==> src/codec_ctrl_pkg.sv <==
// Overview of operation
// RULE1: select pin picks SPI or I2C slave
// RULE2: host holds slave select low per transaction
// RULE3: bits shift only on host serial clock
// RULE4: I2C works at standard and fast speeds
// RULE5: two strap pins form low address bits
// RULE6: host pulses reset low at least 10 ns
// RULE7: no register access before reset completes
// RULE8: jack insertion raises interrupt output
// RULE9: SPI mode uses third pin as data-in
// RULE10: reset low clears all control state asynchronously; the register array in codec_regmem is not reset
package codec_ctrl_pkg;
    // ----------------------------------------------------------------
    // constants
    // ----------------------------------------------------------------
    localparam int        REG_AW         = 7;
    localparam int        REG_DW         = 8;
    localparam logic      SEL_SPI        = 1'b1;
    localparam logic [6:0] JACK_IDX      = 7'h7F;
    localparam logic [4:0] I2C_BASE_ADDR = 5'h0C;
    localparam int        MCLK_MHZ       = 100;
    localparam int        RESET_MIN_NS   = 10;
    localparam int        RESET_CYC      = (RESET_MIN_NS * MCLK_MHZ + 999) / 1000;
    localparam logic [3:0] BYTE_BITS     = 4'h8;
    localparam logic [2:0] LAST_BIT      = 3'h7;

    // ----------------------------------------------------------------
    // types
    // ----------------------------------------------------------------
    typedef struct packed {
        logic sel;
        logic cs_a0;
        logic a1;
        logic sin;
        logic sclk;
        logic sda;
        logic jack;
    } pins_t;

    typedef struct packed {
        logic              en;
        logic [REG_AW-1:0] addr;
        logic [REG_DW-1:0] data;
    } wr_req_t;

    typedef enum logic [3:0] {
        I_IDLE, I_ADDR, I_ADDR_ACK, I_REG, I_ACK_W, I_WDATA, I_RDATA, I_RDATA_ACK
    } i2c_st_t;
endpackage

==> src/codec_regmem.sv <==
`timescale 1ns/1ps
module codec_regmem #(
    parameter int AW = 7,
    parameter int DW = 8
) (
    // clock
    input  wire logic          i_mclk,
    // write port
    input  wire logic          i_we,
    input  wire logic [AW-1:0] i_waddr,
    input  wire logic [DW-1:0] i_wdata,
    // read port
    input  wire logic [AW-1:0] i_raddr,
    output logic      [DW-1:0] o_rdata
);
    if (AW < 1 || DW < 1) begin : g_bad_size
        $error("codec_regmem: bad size");
    end
    logic [DW-1:0] mem [0:(1<<AW)-1];
    // no reset on the array: contents are defaults loaded by software
    always_ff @(posedge i_mclk) begin
        if (i_we) begin
            mem[i_waddr] <= i_wdata;
        end
    end
    always_ff @(posedge i_mclk) begin
        o_rdata <= mem[i_raddr];
    end
endmodule // codec_regmem

==> src/codec_ctrl_port.sv <==
`timescale 1ns/1ps
module codec_ctrl_port #(
    parameter logic [4:0] I2C_BASE = codec_ctrl_pkg::I2C_BASE_ADDR
) (
    // clock and reset
    input  wire logic i_mclk,
    input  wire logic i_rst_n,
    // straps and control pins
    input  wire logic i_bus_select_pin,
    input  wire logic i_chip_select_or_addr_bit0_pin,
    input  wire logic i_addr_bit1_pin,
    input  wire logic i_serial_in_or_alt_input_pin,
    input  wire logic i_serial_clk_pin,
    input  wire logic i_sda_in,
    output logic      o_sda_out,
    output logic      o_sda_oe,
    output logic      o_serial_out,
    output logic      o_serial_out_oe,
    // jack detect
    input  wire logic i_jack_sense_pin,
    output logic      o_jack_irq,
    // status and alternate input
    output logic      o_ctrl_ready,
    output logic      o_alt_input,
    output logic      o_alt_input_valid
);
    // ----------------------------------------------------------------
    // synchronisers
    // ----------------------------------------------------------------
    codec_ctrl_pkg::pins_t raw, s1_r, s_r, p_r;
    assign raw = '{i_bus_select_pin, i_chip_select_or_addr_bit0_pin, i_addr_bit1_pin,
                   i_serial_in_or_alt_input_pin, i_serial_clk_pin, i_sda_in, i_jack_sense_pin};
    always_ff @(posedge i_mclk or negedge i_rst_n) begin
        if (!i_rst_n) begin
            s1_r <= '0;
            s_r  <= '0;
            p_r  <= '0;
        end else begin
            s1_r <= raw;
            s_r  <= s1_r;
            p_r  <= s_r;
        end
    end

    logic is_spi, ss_act, sclk_rise, sclk_fall, scl_rise, scl_fall, i2c_start, i2c_stop;
    assign is_spi    = (s_r.sel == codec_ctrl_pkg::SEL_SPI); // RULE1
    assign ss_act    = is_spi && !s_r.cs_a0; // RULE2
    assign sclk_rise = s_r.sclk && !p_r.sclk; // RULE3
    assign sclk_fall = !s_r.sclk && p_r.sclk;
    assign scl_rise  = sclk_rise;
    assign scl_fall  = sclk_fall;
    assign i2c_start = s_r.sclk && p_r.sclk && p_r.sda && !s_r.sda;
    assign i2c_stop  = s_r.sclk && p_r.sclk && !p_r.sda && s_r.sda;

    // ----------------------------------------------------------------
    // reset release
    // ----------------------------------------------------------------
    logic [3:0] rcnt_r;
    logic       ready_r;
    always_ff @(posedge i_mclk or negedge i_rst_n) begin
        if (!i_rst_n) begin // RULE10
            rcnt_r  <= '0;
            ready_r <= 1'b0;
        end else if (!ready_r) begin // RULE7
            rcnt_r  <= rcnt_r + 4'h1;
            ready_r <= (rcnt_r >= 4'(codec_ctrl_pkg::RESET_CYC));
        end
    end
    assign o_ctrl_ready = ready_r;

    // ----------------------------------------------------------------
    // register memory and read mux
    // ----------------------------------------------------------------
    logic [6:0] spi_ptr_r, i2c_ptr_r, raddr;
    logic [7:0] mem_rdata, rd_byte;
    logic       jack_flag_r, spi_ld, i2c_ld;
    codec_ctrl_pkg::wr_req_t spi_wr_r, i2c_wr_r, wr;
    assign raddr   = is_spi ? spi_ptr_r : i2c_ptr_r;
    assign wr      = is_spi ? spi_wr_r : i2c_wr_r;
    assign rd_byte = (raddr == codec_ctrl_pkg::JACK_IDX) ?
                     {6'h00, s_r.jack, jack_flag_r} : mem_rdata;

    codec_regmem #(.AW(codec_ctrl_pkg::REG_AW), .DW(codec_ctrl_pkg::REG_DW)) u_mem (
        .i_mclk  (i_mclk),
        .i_we    (wr.en),
        .i_waddr (wr.addr),
        .i_wdata (wr.data),
        .i_raddr (raddr),
        .o_rdata (mem_rdata)
    );

    // ----------------------------------------------------------------
    // spi slave, mode 0
    // ----------------------------------------------------------------
    logic [2:0] bcnt_r;
    logic [6:0] spi_sh_r;
    logic [7:0] spi_out_r;
    logic       first_r, rw_r;
    // sclk must stay below a quarter of i_mclk, so sampled edges never merge
    always_ff @(posedge i_mclk or negedge i_rst_n) begin
        if (!i_rst_n) begin
            bcnt_r <= '0; spi_sh_r <= '0; spi_out_r <= '0; first_r <= 1'b1;
            rw_r <= 1'b0; spi_ptr_r <= '0; spi_wr_r <= '0; spi_ld <= 1'b0;
            o_serial_out <= 1'b0; o_serial_out_oe <= 1'b0;
        end else begin
            spi_wr_r.en     <= 1'b0;
            spi_ld          <= 1'b0;
            o_serial_out_oe <= ss_act && ready_r; // RULE2
            if (!ss_act || !ready_r) begin // RULE2
                bcnt_r  <= '0;
                first_r <= 1'b1;
            end else if (sclk_rise) begin // RULE3
                spi_sh_r <= {spi_sh_r[5:0], s_r.sin}; // RULE9
                bcnt_r   <= bcnt_r + 3'h1;
                if (bcnt_r == codec_ctrl_pkg::LAST_BIT) begin
                    first_r <= 1'b0;
                    if (first_r) begin
                        spi_ptr_r <= spi_sh_r;
                        rw_r      <= s_r.sin;
                    end else begin
                        spi_ptr_r <= spi_ptr_r + 7'h01;
                        spi_wr_r  <= '{!rw_r, spi_ptr_r, {spi_sh_r, s_r.sin}};
                    end
                end
            end else if (sclk_fall) begin // RULE3
                if (bcnt_r == 3'h0 && !first_r && rw_r) begin
                    spi_out_r    <= rd_byte;
                    o_serial_out <= rd_byte[7];
                    spi_ld       <= 1'b1;
                end else begin
                    spi_out_r    <= {spi_out_r[6:0], 1'b0};
                    o_serial_out <= spi_out_r[6];
                end
            end
        end
    end

    // ----------------------------------------------------------------
    // i2c slave
    // ----------------------------------------------------------------
    codec_ctrl_pkg::i2c_st_t st_r;
    logic [3:0] icnt_r;
    logic [7:0] ish_r, iout_r;
    logic       irw_r;
    logic [6:0] my_addr;
    assign my_addr   = {I2C_BASE, s_r.a1, s_r.cs_a0}; // RULE5
    assign o_sda_out = 1'b0;
    // oversampled at 100 MHz, so 100 kHz and 400 kHz masters both fit
    always_ff @(posedge i_mclk or negedge i_rst_n) begin
        if (!i_rst_n) begin
            st_r <= codec_ctrl_pkg::I_IDLE; icnt_r <= '0; ish_r <= '0; iout_r <= '0;
            irw_r <= 1'b0; i2c_ptr_r <= '0; i2c_wr_r <= '0; i2c_ld <= 1'b0;
            o_sda_oe <= 1'b0;
        end else begin
            i2c_wr_r.en <= 1'b0;
            i2c_ld      <= 1'b0;
            if (is_spi || !ready_r) begin // RULE1
                st_r     <= codec_ctrl_pkg::I_IDLE;
                o_sda_oe <= 1'b0;
            end else if (i2c_start) begin // RULE4
                st_r     <= codec_ctrl_pkg::I_ADDR;
                icnt_r   <= '0;
                o_sda_oe <= 1'b0;
            end else if (i2c_stop) begin
                st_r     <= codec_ctrl_pkg::I_IDLE;
                o_sda_oe <= 1'b0;
            end else begin
                if (scl_rise) begin
                    ish_r  <= {ish_r[6:0], s_r.sda};
                    icnt_r <= icnt_r + 4'h1;
                end
                case (st_r)
                    codec_ctrl_pkg::I_ADDR, codec_ctrl_pkg::I_REG,
                    codec_ctrl_pkg::I_WDATA: begin
                        if (scl_fall && icnt_r == codec_ctrl_pkg::BYTE_BITS) begin
                            o_sda_oe <= 1'b1;
                            st_r     <= codec_ctrl_pkg::I_ACK_W;
                            if (st_r == codec_ctrl_pkg::I_ADDR) begin
                                irw_r <= ish_r[0];
                                st_r  <= codec_ctrl_pkg::I_ADDR_ACK;
                                if (ish_r[7:1] != my_addr) begin // RULE5
                                    o_sda_oe <= 1'b0;
                                    st_r     <= codec_ctrl_pkg::I_IDLE;
                                end
                            end else if (st_r == codec_ctrl_pkg::I_REG) begin
                                i2c_ptr_r <= ish_r[6:0];
                            end else begin
                                i2c_wr_r  <= '{1'b1, i2c_ptr_r, ish_r};
                                i2c_ptr_r <= i2c_ptr_r + 7'h01;
                            end
                        end
                    end
                    codec_ctrl_pkg::I_ADDR_ACK, codec_ctrl_pkg::I_ACK_W: begin
                        if (scl_fall) begin
                            icnt_r   <= '0;
                            o_sda_oe <= 1'b0;
                            if (st_r == codec_ctrl_pkg::I_ACK_W) begin
                                st_r <= codec_ctrl_pkg::I_WDATA;
                            end else if (irw_r) begin
                                st_r     <= codec_ctrl_pkg::I_RDATA;
                                iout_r   <= rd_byte;
                                o_sda_oe <= !rd_byte[7];
                                i2c_ld   <= 1'b1;
                            end else begin
                                st_r <= codec_ctrl_pkg::I_REG;
                            end
                        end
                    end
                    codec_ctrl_pkg::I_RDATA: begin
                        if (scl_fall && icnt_r == codec_ctrl_pkg::BYTE_BITS) begin
                            o_sda_oe  <= 1'b0;
                            st_r      <= codec_ctrl_pkg::I_RDATA_ACK;
                            i2c_ptr_r <= i2c_ptr_r + 7'h01;
                        end else if (scl_fall) begin
                            iout_r   <= {iout_r[6:0], 1'b0};
                            o_sda_oe <= !iout_r[6];
                        end
                    end
                    codec_ctrl_pkg::I_RDATA_ACK: begin
                        if (scl_rise && s_r.sda) begin
                            st_r <= codec_ctrl_pkg::I_IDLE;
                        end else if (scl_fall) begin
                            icnt_r   <= '0;
                            st_r     <= codec_ctrl_pkg::I_RDATA;
                            iout_r   <= rd_byte;
                            o_sda_oe <= !rd_byte[7];
                            i2c_ld   <= 1'b1;
                        end
                    end
                    default: st_r <= codec_ctrl_pkg::I_IDLE;
                endcase
            end
        end
    end

    // ----------------------------------------------------------------
    // jack detect and alternate input
    // ----------------------------------------------------------------
    logic jack_clr;
    assign jack_clr = (spi_ld || i2c_ld) && (raddr == codec_ctrl_pkg::JACK_IDX);
    always_ff @(posedge i_mclk or negedge i_rst_n) begin
        if (!i_rst_n) begin
            jack_flag_r <= 1'b0;
        end else if (ready_r && s_r.jack && !p_r.jack) begin // RULE8
            jack_flag_r <= 1'b1;
        end else if (jack_clr) begin
            jack_flag_r <= 1'b0;
        end
    end
    assign o_jack_irq = jack_flag_r;
    always_ff @(posedge i_mclk or negedge i_rst_n) begin
        if (!i_rst_n) begin
            o_alt_input       <= 1'b0;
            o_alt_input_valid <= 1'b0;
        end else begin
            // select pin is not settled until ready, so the alternate input waits too
            o_alt_input       <= (is_spi || !ready_r) ? 1'b0 : s_r.sin; // RULE9
            o_alt_input_valid <= !is_spi && ready_r;
        end
    end
endmodule // codec_ctrl_port

==> config.mk <==
export PLATFORM = sky130hd
export DESIGN_NAME = codec_ctrl_port
export DESIGN_NICKNAME = d
export VERILOG_FILES = /design/src/codec_ctrl_pkg.sv /design/src/codec_regmem.sv /design/src/codec_ctrl_port.sv
export SDC_FILE = /design/constraint.sdc
export NUM_CORES = 1
export LEC_CHECK = 0
export BUFFER_PORTS_ARGS = -buffer_cell sky130_fd_sc_hd__buf_4
export CAP_MARGIN = 20
export CORE_MARGIN = 2
export CORE_UTILIZATION = 40
export CTS_CLUSTER_DIAMETER = 60
export CTS_CLUSTER_SIZE = 28
export DETAILED_ROUTE_END_ITERATION = 12
export GPL_TIMING_DRIVEN = 0
export PLACE_DENSITY = 0.62
export SKIP_LAST_GASP = 1
export SYNTH_ARGS = -nofsm -noshare
export SYNTH_HDL_FRONTEND = slang
export SYNTH_HIERARCHICAL = 1
export SYNTH_SLANG_ARGS = --single-unit
==> constraint.sdc <==
create_clock -name i_mclk -period 10.9 [get_ports i_mclk]
set_input_delay 1.635 -clock i_mclk [delete_from_list [all_inputs] [get_ports i_mclk]]
set_output_delay 1.635 -clock i_mclk [all_outputs]
set_load 0.01 [all_outputs]
==> results of run 1 <==
-- routing by layer --
| metal | track usage | vias to the layer above | wire, µm | share of wire |
|---|---|---|---|---|
| met4 | 0.0530 | 0 | 3180 | 0.030 |
| met5 | 0 | - | 0 | 0 |
| met1 | 0.257 | 11900 | 44000 | 0.41 |
| met2 | 0.304 | 827 | 52800 | 0.49 |
| li1 | - | 9038 | - | - |
| met3 | 0.0316 | 163 | 7320 | 0.068 |
-- final cells by class --
class	count	area share
sequential	1150	0.669
multi-input combinational	854	0.214
clock buffer	84	0.0407
tap	1500	0.0371
clock inverter	59	0.0151
timing repair buffer	43	0.0116
buffer	118	0.0110
inverter	14	0.00104
antenna	1	0.0000494
-- critical path, stage by stage, from the launching register on --
cell	delay, ps
dfrtp_1	360
buf_4	200
clkbuf_1	430
mux2_2	310
buf_1	870
buf_1	770
mux4_2	440
mux4_2	600
mux4_2	520
mux2_2	310
-- cells by family (layout without fill, tap and decap cells) --
group,Yosys count,in the layout
flip-flops,1150,1150
adder cells (fa/ha/maj),11,11
multiplexers,422,422
AND/OR/NAND/NOR,305,305
XOR/XNOR,7,7
other,1,2
AO/OA/AOI/OAI,108,108
buffers and inverters,132,318
-- path summary, 6_finish.rpt --
path                       slack, ps  cells past startpoint               end
max                             5950                      9  u_mem/o_rdata[3]
min in group asynchronous       1000                      1        my_addr[0]
min reg2reg                      360                      0            s_r[0]
max in group asynchronous       9120                      2           first_r
min                              360                      0            s_r[0]
max reg2reg                     5950                      9  u_mem/o_rdata[3]
-- registers in the layout, summed over array words and instances (netlist names), 7 cells and up --
register,count
spi_out_r,7
i2c_ptr_r,7
spi_ptr_r,7
i2c_wr_r,16
spi_sh_r,7
spi_wr_r,16
iout_r,7
ish_r,8
u_mem/o_rdata,8
u_mem/mem,1024
s1_r,7
-- cells in the final DEF, fill, tap and decap left out, types with 5 or more instances in the layout --
master      synthesis  layout
edfxtp_1         1024    1024
mux4_2            336     336
nor2_1            146     146
dfrtp_1           117     117
clkbuf_16           0      81
mux2_2             80      72
nand2_1            60      60
clkbuf_1           53      54
o21ai_0            34      34
buf_2              24      31
buf_4              14      30
nand3_1            25      25
a21oi_1            25      25
buf_1              23      23
inv_1              14      14
nor3_1             14      14
nor2b_1            12      12
clkinv_8            0      12
a31oi_1            11      11
inv_8               0      11
buf_16              0      11
a2bb2oi_1          10      10
ha_1               10      10
inv_6               0      10
mux2_4              0       8
dfxtp_1             8       8
nand2b_1            6       6
nand4_1             6       6
mux2i_1             6       6
clkinv_4            0       6
buf_8               0       6
buf_6               4       5
nor4_1              5       5
nor3b_1             5       5
clkinvlp_4          0       5
bufinv_16           0       5
-- metrics by stage --
step / power, mW / std cells / cell area, µm² / hold WS (ps)
6_report: 8.07 / 3823 / 50600 / 358
3_3_place_gp: 4.94 / 3651 / 47300 / 345
5_1_grt: 8.32 / 3822 / 50600 / 366
3_5_place_dp: 4.95 / 3677 / 47800 / 336
2_1_floorplan: 4.91 / 2136 / 45300 / 331
4_1_cts: 8.15 / 3820 / 50600 / 360
-- power by group --
part	leakage [nW]	total, mW	switching, mW	internal (mW)
registers	11.7	4.79	0.0378	4.75
clock network	1.36	3.23	1.64	1.59
logic	3.19	0.0610	0.0304	0.0306
==> run_results.csv, run 1 <==
group,metric,value,unit
run_status,status,"complete, no violations",
global_routing,grt_pass1_wl,156000,µm
cells_and_area,drive_gt1_frac,0.283,
die,die_h,341,µm
logic_synthesis,synth_commonest_cells,"edfxtp_1, mux4_2, nor2_1",
clock_tree,ctsLongestPathBuffers,3,
logic_synthesis,async_flop_share,0.103,
setup_path,worstSetupEndpointType,"flip-flop",
logic_synthesis,synth_area,45300,µm²
cells_and_area,ff_latch_area,33900,µm²
logic_synthesis,ys_ff_latch,1150,
pwr,p_leak,16.3,nW
clock_tree,clk_pin_slew,80,ps
timing,setup_violations,0,
logic_synthesis,seq_area_frac_synth,0.748,
die,rows,123,
setup_path,crit_required,11420,ps
logic_synthesis,yosys_warnings,6,
clock_tree,postCtsSetupRepairBufs,0,
setup_path,path_max_fanout,10,
cells_and_area,final_nets,2278,
timing,worst_slack,5950,ps
pwr,power_density,160,nW/µm²
cells_and_area,fillers,9316,
logic_synthesis,synth_fp_nets,2155,
timing,worstMarginPinSlew,1160,ps
timing,fmax,0.202,GHz
logic_synthesis,synth_fa_ha_area_frac,0.00298,
logic_synthesis,synth_xor_area_frac,0.00135,
global_routing,antenna_found_initial,1,
clock_tree,numCtsBuffers,78,
place,dp.final_hpwl,73000,µm
setup_path,cp_data_arrival_time,5480,ps
route,antenna_left,0,
setup_path,r2r-start,"is_spi",
logic_synthesis,synth.area.top_cells,"edfxtp_1, mux4_2, dfrtp_1",
route,wl_per_cell,28.1,µm
global_routing,grt_usage,0.185,
place,place_ws,6010,ps
setup_path,crit_type,"reg2reg",
place,gp_congestion,0.842,
timing,fin_crit_sh,0.454,
cells_and_area,area_delta_synth_final,11.7,%
clock_tree,cts_tree,"built",
global_routing,grt_max_degree,89,
route,wl,107000,µm
route,drc,0,
global_routing,grt_pass1_vias,22100,
cells_and_area,utilization,0.451,
clock_tree,clock_sinks,1150,
logic_synthesis,yosys.area.top_type,"edfxtp_1",
place,io_buffers,15,
logic_synthesis,synth_mux_area_frac,0.188,
route,drtIter0Drc,2534,
setup_path,crit_path_start,"is_spi",
die,die_area,116000,µm²
timing,finalSetupTns,0,ps
logic_synthesis,synth_top_area_share,0.679,
timing,fin_skew,49.4,ps
route,viasPerCell,5.74,
timing,maxSlewHeadroom,0.224,
pwr,ir_drop,0.000114,V
route,via_count,21900,
logic_synthesis,synth.most_common_cell,"edfxtp_1",
logic_synthesis,synthCells,2136,
clock_tree,cts_hold_buf,0,
clock_tree,post_cts_resized,0,
clock_tree,clk_latency,680,ps
clock_tree,root_buffer,"clkbuf_16",
timing,period_minus_slack,4950,ps
die,die_w,341,µm
cells_and_area,multi_input_area,10900,µm²
timing,rsz0062_at_grt,"no",
global_routing,gr-total-overflow,0,
logic_synthesis,yosysUniqueCellTypes,67,
logic_synthesis,synthSimpleGateAreaFrac,0.0312,
logic_synthesis,synth_edf_count,1024,
setup_path,cp-start-kind,"flip-flop",
logic_synthesis,synth.avg_cell_area,21.2,µm²
hold_path,min_from,"s1_r[0]",
timing,maxSlewViolCount,0,
die,io_pins,17,
die,core,112000,µm²
clock_tree,htreeDepth,3,
timing,hold_violations,0,
hold_path,hold_path.class,"reg2reg",
job,maxCapViolCount,0,
logic_synthesis,synth_compound_area_frac,0.0151,
route,drt_first_pass_iters,5,
die,initial_utilization,0.403,
logic_synthesis,synth_top_family_by_area,"multiplexers",
logic_synthesis,synth-main-ff-cell,"edfxtp_1",
Power figures use the tool's default switching activity.
==> inputs of run 2 (changes only) <==
Settings changed: ABC_AREA set to 1, PLACE_DENSITY 0.62 to 0.64.
Clock period 10.9 ns to 4 ns, I/O delays scaled along.
==> run_results.csv, run 2 <==
group,metric,value,unit
cells_and_area,final_cell_mix,"nand2_1, edfxtp_1, nand3_1",
cells_and_area,utilization,0.453,
place,dp.final_hpwl,101000,µm
logic_synthesis,synth-main-ff-cell,"edfxtp_1",
cells_and_area,final_nets,4430,
timing,maxSlewHeadroom,0.0884,
clock_tree,postCtsSetupRepairBufs,0,
die,die_w,349,µm
cells_and_area,largest_register_ffs,1024,
cells_and_area,largestRegisters,"u_mem/mem x1024, i2c_wr_r x16, spi_wr_r x16",
logic_synthesis,async_flop_share,0.103,
pwr,switchingPower,5.06,mW
clock_tree,clk_pin_slew,100,ps
clock_tree,clk_latency,700,ps
die,initial_utilization,0.404,
logic_synthesis,synth_commonest_cells,"nand2_1, edfxtp_1, nand3_1",
clock_tree,numCtsBuffers,86,
pwr,intPower,17.5,mW
global_routing,antenna_found_initial,4,
logic_synthesis,synth.area.top_cells,"edfxtp_1, nand2_1, nand3_1",
timing,fmax,0.246,GHz
global_routing,grt_max_degree,87,
logic_synthesis,seq_area_frac_synth,0.709,
cells_and_area,area_delta_synth_final,12.3,%
logic_synthesis,ys_ff_latch,1150,
timing,period_minus_slack,4070,ps
die,die_h,349,µm
route,viasPerCell,5.61,
die,core,118000,µm²
logic_synthesis,synth_area,47700,µm²
clock_tree,htreeDepth,3,
timing,fin_crit_sh,1.02,
logic_synthesis,synth.most_common_cell,"nand2_1",
die,io_pins,17,
logic_synthesis,synth_edf_count,1024,
logic_synthesis,synth_top_area_share,0.644,
clock_tree,clock_sinks,1150,
logic_synthesis,yosysUniqueCellTypes,35,
logic_synthesis,synth.avg_cell_area,11.2,µm²
setup_path,crit_required,4420,ps
route,drt_first_pass_iters,6,
cells_and_area,layout_commonest_cell,"nand2_1",
timing,fin_skew,45.9,ps
run_status,status,"finished, violations left",
timing,hold_violations,0,
timing,worst_slack,-66.4,ps
pwr,switching_share,0.224,
clock_tree,ctsLongestPathBuffers,3,
place,io_buffers,15,
pwr,p_leak,19.4,nW
die,die_area,122000,µm²
logic_synthesis,yosys.area.top_type,"edfxtp_1",
setup_path,cp_data_arrival_time,4490,ps
pwr,p_clk_frac,0.417,
cells_and_area,drive_gt1_frac,0.105,
timing,rsz0062_at_grt,"yes",
clock_tree,cts_tree,"built",
setup_path,crit_type,"reg2reg",
route,antenna_left,0,
pwr,ir_drop,0.000336,V
job,maxCapViolCount,0,
pwr,power_frac_comb,0.008,
global_routing,grt_usage,0.238,
place,place_ws,-351,ps
timing,worstMarginPinSlew,1370,ps
logic_synthesis,synthCells,4277,
hold_path,hold_path.class,"in2reg",
clock_tree,root_buffer,"clkbuf_16",
die,rows,126,
run_status,violations,"negative setup slack",
route,drc,0,
timing,maxSlewViolCount,0,
global_routing,gr-total-overflow,0,
route,wl,147000,µm
pwr,sequentialPowerShare,0.574,
logic_synthesis,synth_fp_nets,4296,
route,via_count,33800,
timing,setup_violations,58,
global_routing,grt_pass1_wl,211000,µm
pwr,power_density,421,nW/µm²
route,drtIter0Drc,4720,
setup_path,path_max_fanout,10,
route,wl_per_cell,24.3,µm
cells_and_area,largest_register,"u_mem/mem",
global_routing,grt_pass1_vias,31500,
setup_path,cp-start-kind,"flip-flop",
place,gp_congestion,0.977,
setup_path,worstSetupEndpointType,"flip-flop",
logic_synthesis,yosys_warnings,6,
-- run 2: cell types whose count changed after synthesis, moves of 34 or more --
cell / before / now
mux4_2: 336 / 0
o21ai_0: 34 / 78
inv_1: 14 / 90
nor2_1: 146 / 180
buf_2: 24 / 125
nand3_1: 25 / 967
mux2_2: 80 / 0
nand2_1: 60 / 1475
-- run 2: final cells by class --
| cell class | instances | area [µm²] |
|---|---|---|
| multi-input cells | 2782 | 12300 |
| inverters | 96 | 368 |
| fillers | 10800 | 64600 |
| repair buffers | 46 | 621 |
| clock inverters | 65 | 852 |
| clock buffers | 94 | 2250 |
| well taps | 1536 | 1920 |
| plain buffers | 249 | 1430 |
| diodes | 3 | 7.51 |
| flip-flops and latches | 1150 | 33900 |
-- run 2: through the flow --
step	hold WS, ps	instance area, µm²	setup TNS, ps	total power [mW]	std cells
2_1_floorplan	304	47700	0	13.3	4277
3_3_place_gp	332	49800	-1769490	13.4	5828
3_5_place_dp	335	50200	-26880	13.4	5850
4_1_cts	2.17	53400	-4540	22.7	6011
5_1_grt	1.28	53600	-8320	23.1	6019
6_report	28.8	53600	-1720	22.6	6021
-- run 2: power by group through the flow --
stage / Clock, mW / Combinational, mW / Sequential [mW]
final: 9.42 / 0.186 / 13.0
after detailed placement: 0 / 0.188 / 13.2
after floorplan: 0 / 0.111 / 13.2
after CTS: 9.53 / 0.190 / 13.0
after global placement: 0 / 0.178 / 13.2
after global routing: 9.94 / 0.216 / 13.0
-- run 2: cells by family (layout without fill, tap and decap cells) --
family,Yosys count,count (layout),share of synthesized area
and+or+nand+nor,2658,2658,0.237
DFF,1150,1150,0.709
buffers and inverters,345,550,0.0376
AOI/OAI and AO/OA,101,101,0.0115
xor gates and xnor gates,12,12,0.00220
adders and majority gates,10,10,0.00262
other,1,4,0.0000786
-- run 2: worst paths after layout --
path	endpoint	slack, ps	from	cells after the start
max in group asynchronous	first_r	2890	i_rst_n	3
setup reg to reg	u_mem/mem[63][5]	-70	is_spi	11
hold reg to reg	is_spi	350	s1_r[6]	0
hold / removal	s1_r[4]	30	i_addr_bit1_pin	1
setup / recovery	u_mem/mem[63][5]	-70	is_spi	11
min in group asynchronous	s_r[2]	380	i_rst_n	2
-- run 2: critical path, stage by stage, from the launching register on --
cell      delay [ps]
dfrtp_1          460
inv_2            200
buf_2            240
buf_1            340
nand2_1          110
nand2_1          280
inv_1            140
nor3_1           290
nand2_1          210
clkbuf_1         580
nor2_1           710
buf_6            230
-- run 2: layer usage --
layer,GRT usage,vias to the layer above,part of all wire
met5,0,-,0.000089
met4,0.100,2,0.044
met3,0.0581,293,0.11
met2,0.368,1897,0.45
met1,0.320,16500,0.39
li1,-,15100,-
-- run 2: timing repair --
item / in CTS / in global routing
resized for setup: 31 / 31
hold buffers: 2 / 0
setup endpoints to repair: 266 / 283
endpoints found under the hold margin: 33 / 0
